**src/design/mbp_pkg.sv**
```systemverilog
// shared constants and carrier types for the mode programmable byte port
package mbp_pkg;

  // ==========================================================================
  // widths and depths
  localparam int unsigned DATA_W      = 8;
  localparam int unsigned FIFO_DEPTH  = 32;
  localparam int unsigned FIFO_AW     = 5;

  // ==========================================================================
  // mode encoding
  localparam logic MODE_INPUT  = 1'h0;
  localparam logic MODE_OUTPUT = 1'h1;

  // ==========================================================================
  // reset values and request event values
  localparam logic [DATA_W-1:0] DATA_RESET   = 8'h00;
  localparam logic              SR_CLR_INPUT  = 1'h1;
  localparam logic              SR_CLR_OUTPUT = 1'h0;
  localparam logic              SR_IDLE_INPUT = 1'h1;
  localparam logic              SR_SET_OUTPUT = 1'h1;
  localparam logic              SR_ACT_INPUT  = 1'h0;
  localparam logic              SR_ACT_OUTPUT = 1'h0;

  // ==========================================================================
  // pin bundle, reset state of the synchroniser
  typedef struct packed {
    logic              strobe;
    logic              select_first;
    logic              select_second;
    logic              clear_n;
    logic              mode;
    logic [DATA_W-1:0] byte_in_bus;
  } mbp_pins_s;

  localparam mbp_pins_s PINS_RESET = '{strobe: 1'h0, select_first: 1'h0, select_second: 1'h0,
                                       clear_n: 1'h1, mode: 1'h0, byte_in_bus: 8'h00};

  typedef enum logic [1:0] {
    ST_CLEAR,
    ST_RUN
  } mbp_state_e;

endpackage : mbp_pkg

```
**src/design/mbp_mem.sv**
```systemverilog
// simple dual port memory with registered read data and write bypass
`timescale 1ns/1ps
module mbp_mem
  import mbp_pkg::*;
#(
  parameter int unsigned WIDTH = 8,
  parameter int unsigned DEPTH = 32,
  parameter int unsigned AW    = 5
) (
  // clock
  input  wire logic             clock_in,
  // write side
  input  wire logic             wr_en_in,
  input  wire logic [AW-1:0]    wr_addr_in,
  input  wire logic [WIDTH-1:0] wr_data_in,
  // read side
  input  wire logic [AW-1:0]    rd_addr_in,
  output logic      [WIDTH-1:0] rd_data_out
);

  logic [WIDTH-1:0] store_q [DEPTH];

  // ==========================================================================
  // storage
  always_ff @(posedge clock_in) begin
    if (wr_en_in) begin
      store_q[wr_addr_in] <= wr_data_in;
    end
  end

  // ==========================================================================
  // read register, newest write seen at once
  always_ff @(posedge clock_in) begin
    if (wr_en_in && (wr_addr_in == rd_addr_in)) begin
      rd_data_out <= wr_data_in;
    end else begin
      rd_data_out <= store_q[rd_addr_in];
    end
  end

endmodule : mbp_mem

```
**src/design/mbp_fifo.sv**
```systemverilog
// show-ahead fifo with valid and ready on both sides
`timescale 1ns/1ps
module mbp_fifo
  import mbp_pkg::*;
#(
  parameter int unsigned WIDTH = 8,
  parameter int unsigned DEPTH = 32,
  parameter int unsigned AW    = 5
) (
  // clock and reset
  input  wire logic             clock_in,
  input  wire logic             resetn_in,
  // filling side
  input  wire logic             in_valid_in,
  output logic                  in_ready_out,
  input  wire logic [WIDTH-1:0] in_data_in,
  // draining side
  output logic                  out_valid_out,
  input  wire logic             out_ready_in,
  output logic      [WIDTH-1:0] out_data_out
);

  logic [AW-1:0] wr_ptr_q;
  logic [AW-1:0] rd_ptr_q;
  logic [AW:0]   count_q;
  wire           push;
  wire           pop;
  wire [AW-1:0]  rd_addr;

  // ==========================================================================
  // flags and strobes
  assign in_ready_out  = (count_q != AW'(0) + (AW+1)'(DEPTH)) ? 1'b1 : 1'b0;
  assign out_valid_out = (count_q != '0);
  assign push          = in_valid_in && in_ready_out;
  assign pop           = out_valid_out && out_ready_in;
  assign rd_addr       = pop ? AW'(rd_ptr_q + 1'b1) : rd_ptr_q;

  // ==========================================================================
  // pointers and fill count
  always_ff @(posedge clock_in or negedge resetn_in) begin
    if (!resetn_in) begin
      wr_ptr_q <= '0;
      rd_ptr_q <= '0;
      count_q  <= '0;
    end else begin
      wr_ptr_q <= push ? AW'(wr_ptr_q + 1'b1) : wr_ptr_q;
      rd_ptr_q <= rd_addr;
      count_q  <= (AW+1)'(count_q + {{AW{1'b0}}, push} - {{AW{1'b0}}, pop});
    end
  end

  mbp_mem #(
    .WIDTH (WIDTH),
    .DEPTH (DEPTH),
    .AW    (AW)
  ) u_mem (
    .clock_in    (clock_in),
    .wr_en_in    (push),
    .wr_addr_in  (wr_ptr_q),
    .wr_data_in  (in_data_in),
    .rd_addr_in  (rd_addr),
    .rd_data_out (out_data_out)
  );

endmodule : mbp_fifo

```
**src/design/mbp_port.sv**
```systemverilog
// mode programmable byte port with service request handshake
// Operation
// - mode pin picks input or output role
// - drive service request from handshake flip-flop
// - input mode: register follows data while strobe high
// - input mode: strobe fall freezes, request low
// - input mode: both selects high drive outputs
// - input mode: deselect floats outputs, request high
// - output mode: drivers always enabled
// - output mode: write window passes byte, fall holds
// - output mode: deselect raises request, fall lowers
// - clear zeroes register, request per mode
`timescale 1ns/1ps
module mbp_port
  import mbp_pkg::*;
(
  // clock and reset
  input  wire logic              clock_in,
  input  wire logic              resetn_in,
  // processor and peripheral pins
  input  wire logic              strobe_in,
  input  wire logic              select_first_in,
  input  wire logic              select_second_in,
  input  wire logic              clear_n_in,
  input  wire logic              mode_in,
  input  wire logic [DATA_W-1:0] byte_in_bus_in,
  // port outputs
  output logic      [DATA_W-1:0] byte_out_bus_out,
  output logic                   byte_out_en_n_out,
  output logic                   service_request_out,
  // captured byte stream
  output logic                   capture_ready_out,
  output logic                   capture_valid_out,
  input  wire logic              capture_ready_in,
  output logic      [DATA_W-1:0] capture_data_out,
  output logic                   capture_overflow_out
);

  // synchroniser stages
  mbp_pins_s         pins_raw;
  mbp_pins_s         pins_meta_q;
  mbp_pins_s         pins_q;
  // event history
  logic              strobe_prev_q;
  logic              deselect_prev_q;
  logic              write_prev_q;
  // register, request and enable
  logic [DATA_W-1:0] data_q;
  logic [DATA_W-1:0] data_d;
  logic              sr_q;
  logic              sr_d;
  logic              oe_n_q;
  logic              oe_n_d;
  // capture and sequencing
  logic              overflow_q;
  mbp_state_e        state_q;

  // decode
  wire strobe_fall;
  wire both_selected;
  wire write_select;
  wire write_window;
  wire deselected;
  wire deselect_edge;
  wire output_mode;
  wire run_state;
  wire clearing;
  wire follow;
  wire sr_clear_value;
  // capture stream
  wire push;
  wire fifo_ready;
  wire fifo_full;
  wire overflow_set;

  // ==========================================================================
  // pin synchroniser
  assign pins_raw = '{strobe: strobe_in, select_first: select_first_in, select_second: select_second_in,
                      clear_n: clear_n_in, mode: mode_in, byte_in_bus: byte_in_bus_in};

  always_ff @(posedge clock_in or negedge resetn_in) begin
    if (!resetn_in) begin
      pins_meta_q <= PINS_RESET;
    end else begin
      pins_meta_q <= pins_raw;
    end
  end

  always_ff @(posedge clock_in or negedge resetn_in) begin
    if (!resetn_in) begin
      pins_q <= PINS_RESET;
    end else begin
      pins_q <= pins_meta_q;
    end
  end

  // ==========================================================================
  // mode and select decode
  // mode select
  assign output_mode   = (pins_q.mode == MODE_OUTPUT);
  assign both_selected = pins_q.select_first && pins_q.select_second;
  assign write_select  = !pins_q.select_first && pins_q.select_second;
  assign write_window  = write_select && pins_q.strobe;
  assign deselected    = output_mode ? !write_select : !both_selected;

  // ==========================================================================
  // events
  // strobe fall detect
  assign strobe_fall   = strobe_prev_q && !pins_q.strobe;
  assign deselect_edge = deselected && !deselect_prev_q;
  assign run_state     = (state_q == ST_RUN);
  assign clearing      = !pins_q.clear_n || !run_state;

  // ==========================================================================
  // register load and request clear value
  // follow in input mode
  assign follow         = output_mode ? write_window : pins_q.strobe;
  assign sr_clear_value = output_mode ? SR_CLR_OUTPUT : SR_CLR_INPUT;

  // ==========================================================================
  // capture stream decode
  assign push          = strobe_fall && (!output_mode || write_prev_q) && !clearing;
  assign fifo_full     = !fifo_ready;
  assign overflow_set  = push && fifo_full;

  // ==========================================================================
  // holding register
  always_comb begin
    data_d = data_q;
    if (!pins_q.clear_n) begin
      data_d = DATA_RESET;
    end else if (follow) begin
      data_d = pins_q.byte_in_bus;
    end
  end

  // ==========================================================================
  // service request flip-flop
  always_comb begin
    sr_d = sr_q;
    if (!pins_q.clear_n) begin
      sr_d = sr_clear_value;
    end else if (output_mode) begin
      if (deselect_edge) begin
        sr_d = SR_SET_OUTPUT;
      end else if (strobe_fall) begin
        sr_d = SR_ACT_OUTPUT;
      end
    end else begin
      if (strobe_fall) begin
        sr_d = SR_ACT_INPUT;
      end else if (deselect_edge) begin
        sr_d = SR_IDLE_INPUT;
      end
    end
  end

  // ==========================================================================
  // output enable
  always_comb begin
    if (output_mode) begin
      oe_n_d = 1'b0;
    end else if (both_selected) begin
      oe_n_d = 1'b0;
    end else begin
      oe_n_d = 1'b1;
    end
  end

  // ==========================================================================
  // clear sequencer
  always_ff @(posedge clock_in or negedge resetn_in) begin
    if (!resetn_in) begin
      state_q <= ST_CLEAR;
    end else begin
      case (state_q)
        ST_CLEAR: state_q <= ST_RUN;
        ST_RUN:   state_q <= ST_RUN;
        default:  state_q <= ST_CLEAR;
      endcase
    end
  end

  // ==========================================================================
  // event history
  // previous strobe level
  always_ff @(posedge clock_in or negedge resetn_in) begin
    if (!resetn_in) begin
      strobe_prev_q <= 1'b0;
    end else begin
      strobe_prev_q <= pins_q.strobe;
    end
  end

  always_ff @(posedge clock_in or negedge resetn_in) begin
    if (!resetn_in) begin
      deselect_prev_q <= 1'b1;
    end else begin
      deselect_prev_q <= deselected;
    end
  end

  always_ff @(posedge clock_in or negedge resetn_in) begin
    if (!resetn_in) begin
      write_prev_q <= 1'b0;
    end else begin
      write_prev_q <= write_window;
    end
  end

  // ==========================================================================
  // holding register flop
  // zero after reset
  always_ff @(posedge clock_in or negedge resetn_in) begin
    if (!resetn_in) begin
      data_q <= DATA_RESET;
    end else if (!run_state) begin
      data_q <= DATA_RESET;
    end else begin
      data_q <= data_d;
    end
  end

  // ==========================================================================
  // service request flop
  // handshake flip-flop
  always_ff @(posedge clock_in or negedge resetn_in) begin
    if (!resetn_in) begin
      sr_q <= SR_CLR_INPUT;
    end else if (!run_state) begin
      sr_q <= sr_clear_value;
    end else begin
      sr_q <= sr_d;
    end
  end

  // ==========================================================================
  // output enable flop
  always_ff @(posedge clock_in or negedge resetn_in) begin
    if (!resetn_in) begin
      oe_n_q <= 1'b1;
    end else begin
      oe_n_q <= oe_n_d;
    end
  end

  // ==========================================================================
  // captured byte buffer
  mbp_fifo #(
    .WIDTH (DATA_W),
    .DEPTH (FIFO_DEPTH),
    .AW    (FIFO_AW)
  ) u_fifo (
    .clock_in      (clock_in),
    .resetn_in     (resetn_in),
    .in_valid_in   (push),
    .in_ready_out  (fifo_ready),
    .in_data_in    (data_q),
    .out_valid_out (capture_valid_out),
    .out_ready_in  (capture_ready_in),
    .out_data_out  (capture_data_out)
  );

  // ==========================================================================
  // overflow flag, set wins over clear
  always_ff @(posedge clock_in or negedge resetn_in) begin
    if (!resetn_in) begin
      overflow_q <= 1'b0;
    end else if (overflow_set) begin
      overflow_q <= 1'b1;
    end else if (!pins_q.clear_n) begin
      overflow_q <= 1'b0;
    end
  end

  // ==========================================================================
  // port pin outputs
  // request pin from flip-flop
  assign service_request_out  = sr_q;
  assign byte_out_bus_out     = data_q;
  assign byte_out_en_n_out    = oe_n_q;

  // ==========================================================================
  // capture stream outputs
  assign capture_ready_out    = fifo_ready;
  assign capture_overflow_out = overflow_q;

endmodule : mbp_port

```
**config.mk**
```make
export PLATFORM = sky130hd
export DESIGN_NAME = mbp_port
export DESIGN_NICKNAME = d
export VERILOG_FILES = /design/src/design/mbp_pkg.sv /design/src/design/mbp_mem.sv /design/src/design/mbp_fifo.sv /design/src/design/mbp_port.sv
export SDC_FILE = /design/constraint.sdc
export NUM_CORES = 1
export LEC_CHECK = 0
export BUFFER_PORTS_ARGS = -buffer_cell sky130_fd_sc_hd__buf_2
export CORE_AREA = 5 5 186 232
export DETAILED_ROUTE_END_ITERATION = 10
export DIE_AREA = 0 0 191 237
export PLACE_DENSITY = 0.41
export SLEW_MARGIN = 10
export SYNTH_ARGS = -nofsm -noshare
export SYNTH_HDL_FRONTEND = slang
export SYNTH_SLANG_ARGS = --single-unit
```
**constraint.sdc**
```tcl
create_clock -name clock_in -period 6.6 [get_ports clock_in]
set_clock_uncertainty 0.2 [all_clocks]
set_input_delay 0.66 -clock clock_in [delete_from_list [all_inputs] [get_ports clock_in]]
set_output_delay 0.66 -clock clock_in [all_outputs]
set_load 0.03 [all_outputs]
```
==> metrics, run 1 <==
initial DRC count=around 360; Comb power frac=between 20% and 30%; worst-skew pair later-pin latency=between 0.5 and 0.6 ns; vias=5697; Final Wtd Congestion=0.724; syn nets=630; clock share of power=~33%; Post-synth ARST share=around 18%; # H-tree levels=2; highest clock rate=between 0.2 and 0.25 GHz; Routed Antenna Nets=0; Min-Delay Path Class=in2reg; CP arrival=between 3 and 4 ns; Primary FF master, synth=edfxtp_1; Worst Setup End Kind=primary output; leak pwr=4.71 nW; synthesis-stage register bit count=318; CTS Buf Count=35; Unique masters post-synth=44; Clk pin slew, worst setup/hold paths=0.06 ns; die width=around 190 um; Slew @ Worst Pin=approximately 1.2 ns; Sw Share=between 20% and 30%; syn_area_per_cell=20.1 um2; Max clock buf depth=3; final setup vio count=0; DIE HEIGHT=around 240 um; Fin Setup TNS=0 ns; Antenna diodes=0; sequential share of the synthesized area=around three quarters; NetSw=approximately 1.7 mW; Via density=4.62; std cell rows=slightly above 80; Slew HR=about 21%; dpl hpwl=18100 um; final non-filler cell total=between 1000 and 1500; die area=roughly 0.045 mm2; # placed instances=about 1200; Hold Violations, Final=0; All-Layer GR Usage=about an eighth; vias in the first global route=6180; largest net degree at the start of global routing=between 60 and 70; Slew Limit Fails=0; Worst IR Drop VDD=between 0.2 and 0.25 mV; Flop pwr share=between 40% and 50%; required time of the critical path=around 5.7 ns; Avg WL per Cell=22.8 um; worst-path fanout max=43; DRC viols=0; Root Driver=clkbuf_16; Overflow after GRT=0; share of layout cells above drive strength 1=roughly a quarter; core area=about 0.041 mm2; Max-Cap Viols=0; RSZ-0062 raised after global routing=false; Post-Syn Instances=599; Syn Std Cell Area=roughly 0.012 mm2; TritonCTS clock tree=yes; PwrDens=between 400 and 500 mW/mm2; Initial Util=between 20% and 30%; Port Buf Inserts=36; setup bufs post-CTS=0; Sink Count=~320; TritonRoute pass-1 iters=4; first-pass GRT wire length=a little over 40000 um; Post-CTS Hold Buffers=0; minimum clock period=roughly 4.2 ns; Startpoint Class=flip-flop; CP Class=reg2out; Post-synth EDFFs=~260; Power Internal=a little under 4 mW; initial antenna violation count=2; YS warnings=0; post-route clock period utilization=63.0%; status=complete, no violations; Syn-to-layout area delta=16.0%; PostCTS Resize Cnt=0; top-level port count=37; Final nets=roughly 690; final wirelength=approximately 28000 um
-- placed cells by master, fill, tap and decap left out, types with 2 or more instances in the layout --
cell       instances
inv_1             18
buf_4              8
edfxtp_1         256
buf_2             36
o22ai_1           33
clkbuf_16         36
nand3_1            2
o21ai_0            3
dfstp_2            5
ha_1              14
a21oi_1            4
mux2i_1            8
nand2_1           10
or3_1              2
nand4_1            4
clkbuf_8           5
xnor2_1            8
nor2_1            43
clkinv_1           6
dfrtp_1           52
clkinv_2           5
clkbuf_1           6
dfxtp_1            3
nor2b_1            2
mux4_2            64
xor2_1             4
nor4_1             8
or3b_2             4
and2_1             2
nand3b_1           6
-- critical path: stages (launching register included) --
cell     delay [ns]
dfxtp_4        0.97
buf_4          0.54
mux4_2         0.32
o22ai_1        0.09
nor4_1         0.52
buf_2          0.31
-- metrics by stage --
| step | hold slack (ns) | utilization (%) | total power [mW] | setup WS (ns) | instance area, um2 |
|---|---|---|---|---|---|
| after global routing | 0.0274 | 34.2 | 5.88 | 2.15 | 13900 |
| after CTS | 0.0233 | 34.2 | 5.71 | 2.27 | 13900 |
| after global placement | 0.136 | 31.5 | 3.79 | 2.82 | 12800 |
| final | 0.0505 | 34.2 | 5.61 | 2.44 | 13900 |
| after floorplan | 0.131 | - | 3.39 | 3.59 | 12000 |
| after detailed placement | 0.137 | 31.5 | 3.81 | 2.82 | 12800 |
-- registers in the layout (all words and copies together) (netlist names), named ones only --
register / count
u_fifo.count_q: 6
u_fifo.u_mem.store_q: 256
state_q: 1
capture_overflow_out: 1
u_fifo.rd_ptr_q: 5
deselect_prev_q: 1
strobe_prev_q: 1
pins_meta_q: 13
output_mode: 1
pins_q: 12
write_prev_q: 1
byte_out_en_n_out: 1
u_fifo.wr_ptr_q: 5
byte_out_bus_out: 8
service_request_out: 1
-- synth_stat cells (2+ instances only) --
cell | number | area share (%)
buf_2 | 6 | 0.25
a21oi_1 | 4 | 0.17
nand4_1 | 4 | 0.21
buf_1 | 4 | 0.12
nor2b_1 | 2 | 0.10
dfxtp_1 | 5 | 0.83
nand2_1 | 10 | 0.31
inv_1 | 18 | 0.56
xnor2_1 | 8 | 0.58
buf_4 | 6 | 0.37
nor2_1 | 43 | 1.3
ha_1 | 14 | 1.5
mux2i_1 | 8 | 0.67
xor2_1 | 4 | 0.29
edfxtp_1 | 256 | 64
mux4_2 | 64 | 12
nor4_1 | 8 | 0.42
dfstp_2 | 5 | 1.1
or3b_2 | 4 | 0.29
o22ai_1 | 33 | 1.7
or3_1 | 2 | 0.10
nand3_1 | 2 | 0.083
dfrtp_1 | 52 | 11
o21ai_0 | 3 | 0.12
nand3b_1 | 6 | 0.37
and2_1 | 2 | 0.10
clkbuf_1 | 9 | 0.28
-- power by group through the flow --
stage	combinational (mW)	sequential [mW]	clock, mW
after CTS	1.36	2.42	1.93
after detailed placement	1.36	2.45	0
after global routing	1.44	2.43	2.01
final	1.33	2.41	1.87
after global placement	1.34	2.45	0
after floorplan	1.07	2.32	0
-- logic make-up after synthesis --
logic type      Yosys count  share of synthesized area [%]
buf+inv                  43                           1.59
other cells               1                         0.0312
xor+xnor                 12                          0.874
flops                   318                           76.7
simple gates             89                           3.88
mux                      73                           12.7
fa+ha+maj                15                           1.62
compound gates           48                           2.57
-- layer usage --
metal,up-vias,wire length [um],track usage [%],part of all wire [%]
li1,2502,-,-,-
met1,3018,11200,15.0,40
met2,126,14900,22.5,53
met3,49,1230,2.31,4.4
met4,2,752,4.01,2.7
met5,-,9,0,0.032
-- layout make-up --
| cell class | instances | area (um2) |
|---|---|---|
| clock inverter | 16 | 121 |
| sequential | 318 | 9230 |
| clock buffer | 47 | 992 |
| multi-input combinational | 238 | 2610 |
| fill | 3842 | 26900 |
| tap | 552 | 691 |
| timing repair buffer | 44 | 240 |
| inverter | 18 | 67.6 |
-- worst paths after layout --
kind	from	end	slack, ns	cells after the start
max in group asynchronous	resetn_in	u_fifo.rd_ptr_q[2]	5.61	2
min	clear_n_in	pins_meta_q[9]	0.05	1
max reg2reg	u_fifo.count_q[2]	u_fifo.u_mem.store_q[29][1]	3.06	6
min in group asynchronous	resetn_in	pins_meta_q[3]	0.09	2
max	flip-flop	capture_data_out[4]	2.44	5
min reg2reg	pins_meta_q[11]	pins_q[11]	0.15	0
No activity file was read; power rests on OpenSTA's default activity.
==> run 2, diff against run 1 <==
--- a/config.mk
+++ b/config.mk
@@ -9,7 +9,7 @@
 export CORE_AREA = 5 5 186 232
 export DETAILED_ROUTE_END_ITERATION = 10
 export DIE_AREA = 0 0 191 237
-export PLACE_DENSITY = 0.41
+export PLACE_DENSITY = 0.43
 export SLEW_MARGIN = 10
 export SYNTH_ARGS = -nofsm -noshare
 export SYNTH_HDL_FRONTEND = slang
==> constraint.sdc (replaced) <==
create_clock -name clock_in -period 3.8 [get_ports clock_in]
set_clock_uncertainty 0.2 [all_clocks]
set_input_delay 0.38 -clock clock_in [delete_from_list [all_inputs] [get_ports clock_in]]
set_output_delay 0.38 -clock clock_in [all_outputs]
set_load 0.03 [all_outputs]
==> run 2 against run 1 <==
Effect of this change: worst setup slack got worse by 1.9 ns; register-to-register slack got worse by 2.4 ns; power rose by 72%; critical endpoint is now capture_data_out[3]; wire length rose by 4.5%; clock power rose by 67%; first-iteration DRC count rose by 22%; via count rose by 4.4%; hold slack improved by 0.096 ns; non-clock buffer count rose by 25.
==> metrics, run 2 (synthesis gave the netlist of run 1 again) <==
minimum clock period=roughly 3.2 ns; share of layout cells above drive strength 1=25.5% (-0.16 points); # H-tree levels=2 (unchanged); worst-skew pair later-pin latency=0.51 ns (about the same); dpl hpwl=19100 um (+5.7%); reg2reg setup slack=0.63 ns (-2.43 ns); WHS Path Cells=0 (-1); TritonRoute pass-1 iters=5 (+1); Final Wtd Congestion=0.766 (+5.9%); CP bufs+invs=2 (unchanged); Hold Path End=pins_q[10]; Startpoint Class=flip-flop; biggest regs=u_fifo.u_mem.store_q: 256 flops, pins_meta_q: 13 flops, pins_q: 12 flops; std cell rows=83 (unchanged); CTS Buf Count=35 (unchanged); top-level port count=37 (unchanged); Overflow after GRT=0 (unchanged); Root Driver=clkbuf_16; Fin Setup TNS=0 ns (unchanged); max reg flops=256 (unchanged); Initial Util=29.5% (unchanged); commonest non-fill, non-tap cell in the layout=edfxtp_1; highest clock rate=~0.31 GHz; CP arrival=2.67 ns (-0.63 ns); Worst R2R End=u_fifo.u_mem.store_q[8][1]; Slew @ Worst Pin=0.720 ns (-0.468 ns); die width=191 um (unchanged); final setup vio count=0 (unchanged); Clk pin slew, worst setup/hold paths=0.06 ns (about the same); Crit path max-delay family=multiplexers; RSZ-0062 raised after global routing=false; vias in the first global route=6437 (+4.2%); Avg WL per Cell=23.5 um (+2.8%); core area=0.0408 mm2 (unchanged); Storage cell area=0.00923 mm2 (unchanged); Slew HR=52.0% (+31 points); Routed Antenna Nets=0 (unchanged); Critical-path top delay cell=mux4_2; worst-path fanout max=40 (-7.0%); Max clock buf depth=3 (unchanged); setup bufs post-CTS=0 (unchanged); Final nets=711 (+3.6%); first-pass GRT wire length=42900 um (+3.5%); post-route clock period utilization=a little under nine tenths; Sink Count=318 (unchanged); Via density=4.75 (+2.7%); PwrDens=684 mW/mm2 (+70%); Syn-to-layout area delta=17.5%; CP Class=reg2out; Hold WS=0.146 ns (+0.0955 ns); leading cell types in the layout, fill and taps excluded=edfxtp_1 (256), mux4_2 (64), dfrtp_1 (52), nor2_1 (43), buf_2 (36); initial antenna violation count=1 (-1); Biggest register=u_fifo.u_mem.store_q; die area=0.0453 mm2 (unchanged); All-Layer GR Usage=13.0% (+0.50 points); crit-path cells=buf_12 -> mux4_2 -> o22ai_1 -> nor4_1 -> buf_2; initial DRC count=435 (+22%); Hold Violations, Final=0 (unchanged); slowest stage delay, CP=0.61 ns (-0.36 ns); RR Startpoint=u_fifo.count_q[2]; vias=5947 (+4.4%); Max-Cap Viols=0 (unchanged); DRC viols=0 (unchanged); hold wc startpoint=pins_meta_q[10]; required time of the critical path=3.22 ns (-2.52 ns); FILL cells=3807 (-0.91%); Min-Delay Path Class=reg2reg; Worst Setup End Kind=primary output; Worst IR Drop VDD=0.395 mV (+60%); largest net degree at the start of global routing=65 (unchanged); status=complete, no violations; final design utilization=34.6% (+0.42 points); Slew Limit Fails=0 (unchanged); leak pwr=4.80 nW (+1.8%); final wirelength=29400 um (+4.5%); worst-case reg-to-reg path depth=6 (unchanged); Antenna diodes=0 (unchanged); TritonCTS clock tree=yes; Port Buf Inserts=36 (unchanged); DIE HEIGHT=237 um (unchanged); area of the multi-input gates=0.00261 mm2 (unchanged)
## run 2: cell types whose count changed in the layout (fill, tap and decap cells not counted), sizes merged
cell         previous run  this run
buf                    44        55
dlygate4sd3             0        14
bufinv                  1         2
inv                    20        19
clkbuf                 47        45
clkinv                 12         9
## run 2: per-stage QoR
step / setup slack (ns) / instance area, um2 / power, mW / instances
CTS: 0.515 / 14100 / 9.80 / 1253
floorplan: 0.786 / 12000 / 5.89 / 599
detailed placement: 0.564 / 12900 / 6.62 / 1181
finish: 0.551 / 14100 / 9.66 / 1253
global placement: 0.645 / 12900 / 6.59 / 1181
global route: 0.362 / 14100 / 10.1 / 1253
## run 2: metal layers
metal / vias to the layer above / GRT usage (%) / share of wire, % / wire length, um
met5: - / 0 / 0 / 0
met1: 3157 / 16.0 / 40 / 11800
met2: 171 / 22.5 / 52 / 15200
met3: 62 / 2.31 / 4.5 / 1330
li1: 2557 / - / - / -
met4: 0 / 5.23 / 3.6 / 1070
## run 2: final cells by class
| cell class | instances | share of cell area, % |
|---|---|---|
| clock inverters | 13 | 0.815 |
| flip-flops and latches | 318 | 65.3 |
| well taps | 552 | 4.89 |
| inverters | 18 | 0.478 |
| multi-input cells | 238 | 18.5 |
| repair buffers | 69 | 3.46 |
| clock buffers | 45 | 6.54 |
## run 2: what timing repair did
item,in CTS,in global routing
endpoints found under the hold margin,43,0
hold buffers,14,0
resized for setup,0,0
## run 2: report_power, final
part | switching, mW | total [mW] | internal (mW)
combinational | 1.41 | 2.47 | 1.06
sequential | 0.170 | 4.06 | 3.89
clock | 1.29 | 3.13 | 1.84
total | 2.87 | 9.66 | 6.80
## run 2: how the worst max path moves through the flow
stage,start,end,cells past startpoint
5_1_grt,u_fifo.count_q[2],u_fifo.u_mem.store_q[8][1],6
6_report,flip-flop,capture_data_out[3],5
2_1_floorplan,u_fifo.count_q[2],u_fifo.count_q[4],14
3_5_place_dp,u_fifo.count_q[2],u_fifo.u_mem.store_q[8][7],6
4_1_cts,flip-flop,capture_data_out[7],5
3_3_place_gp,u_fifo.count_q[2],u_fifo.u_mem.store_q[12][7],6
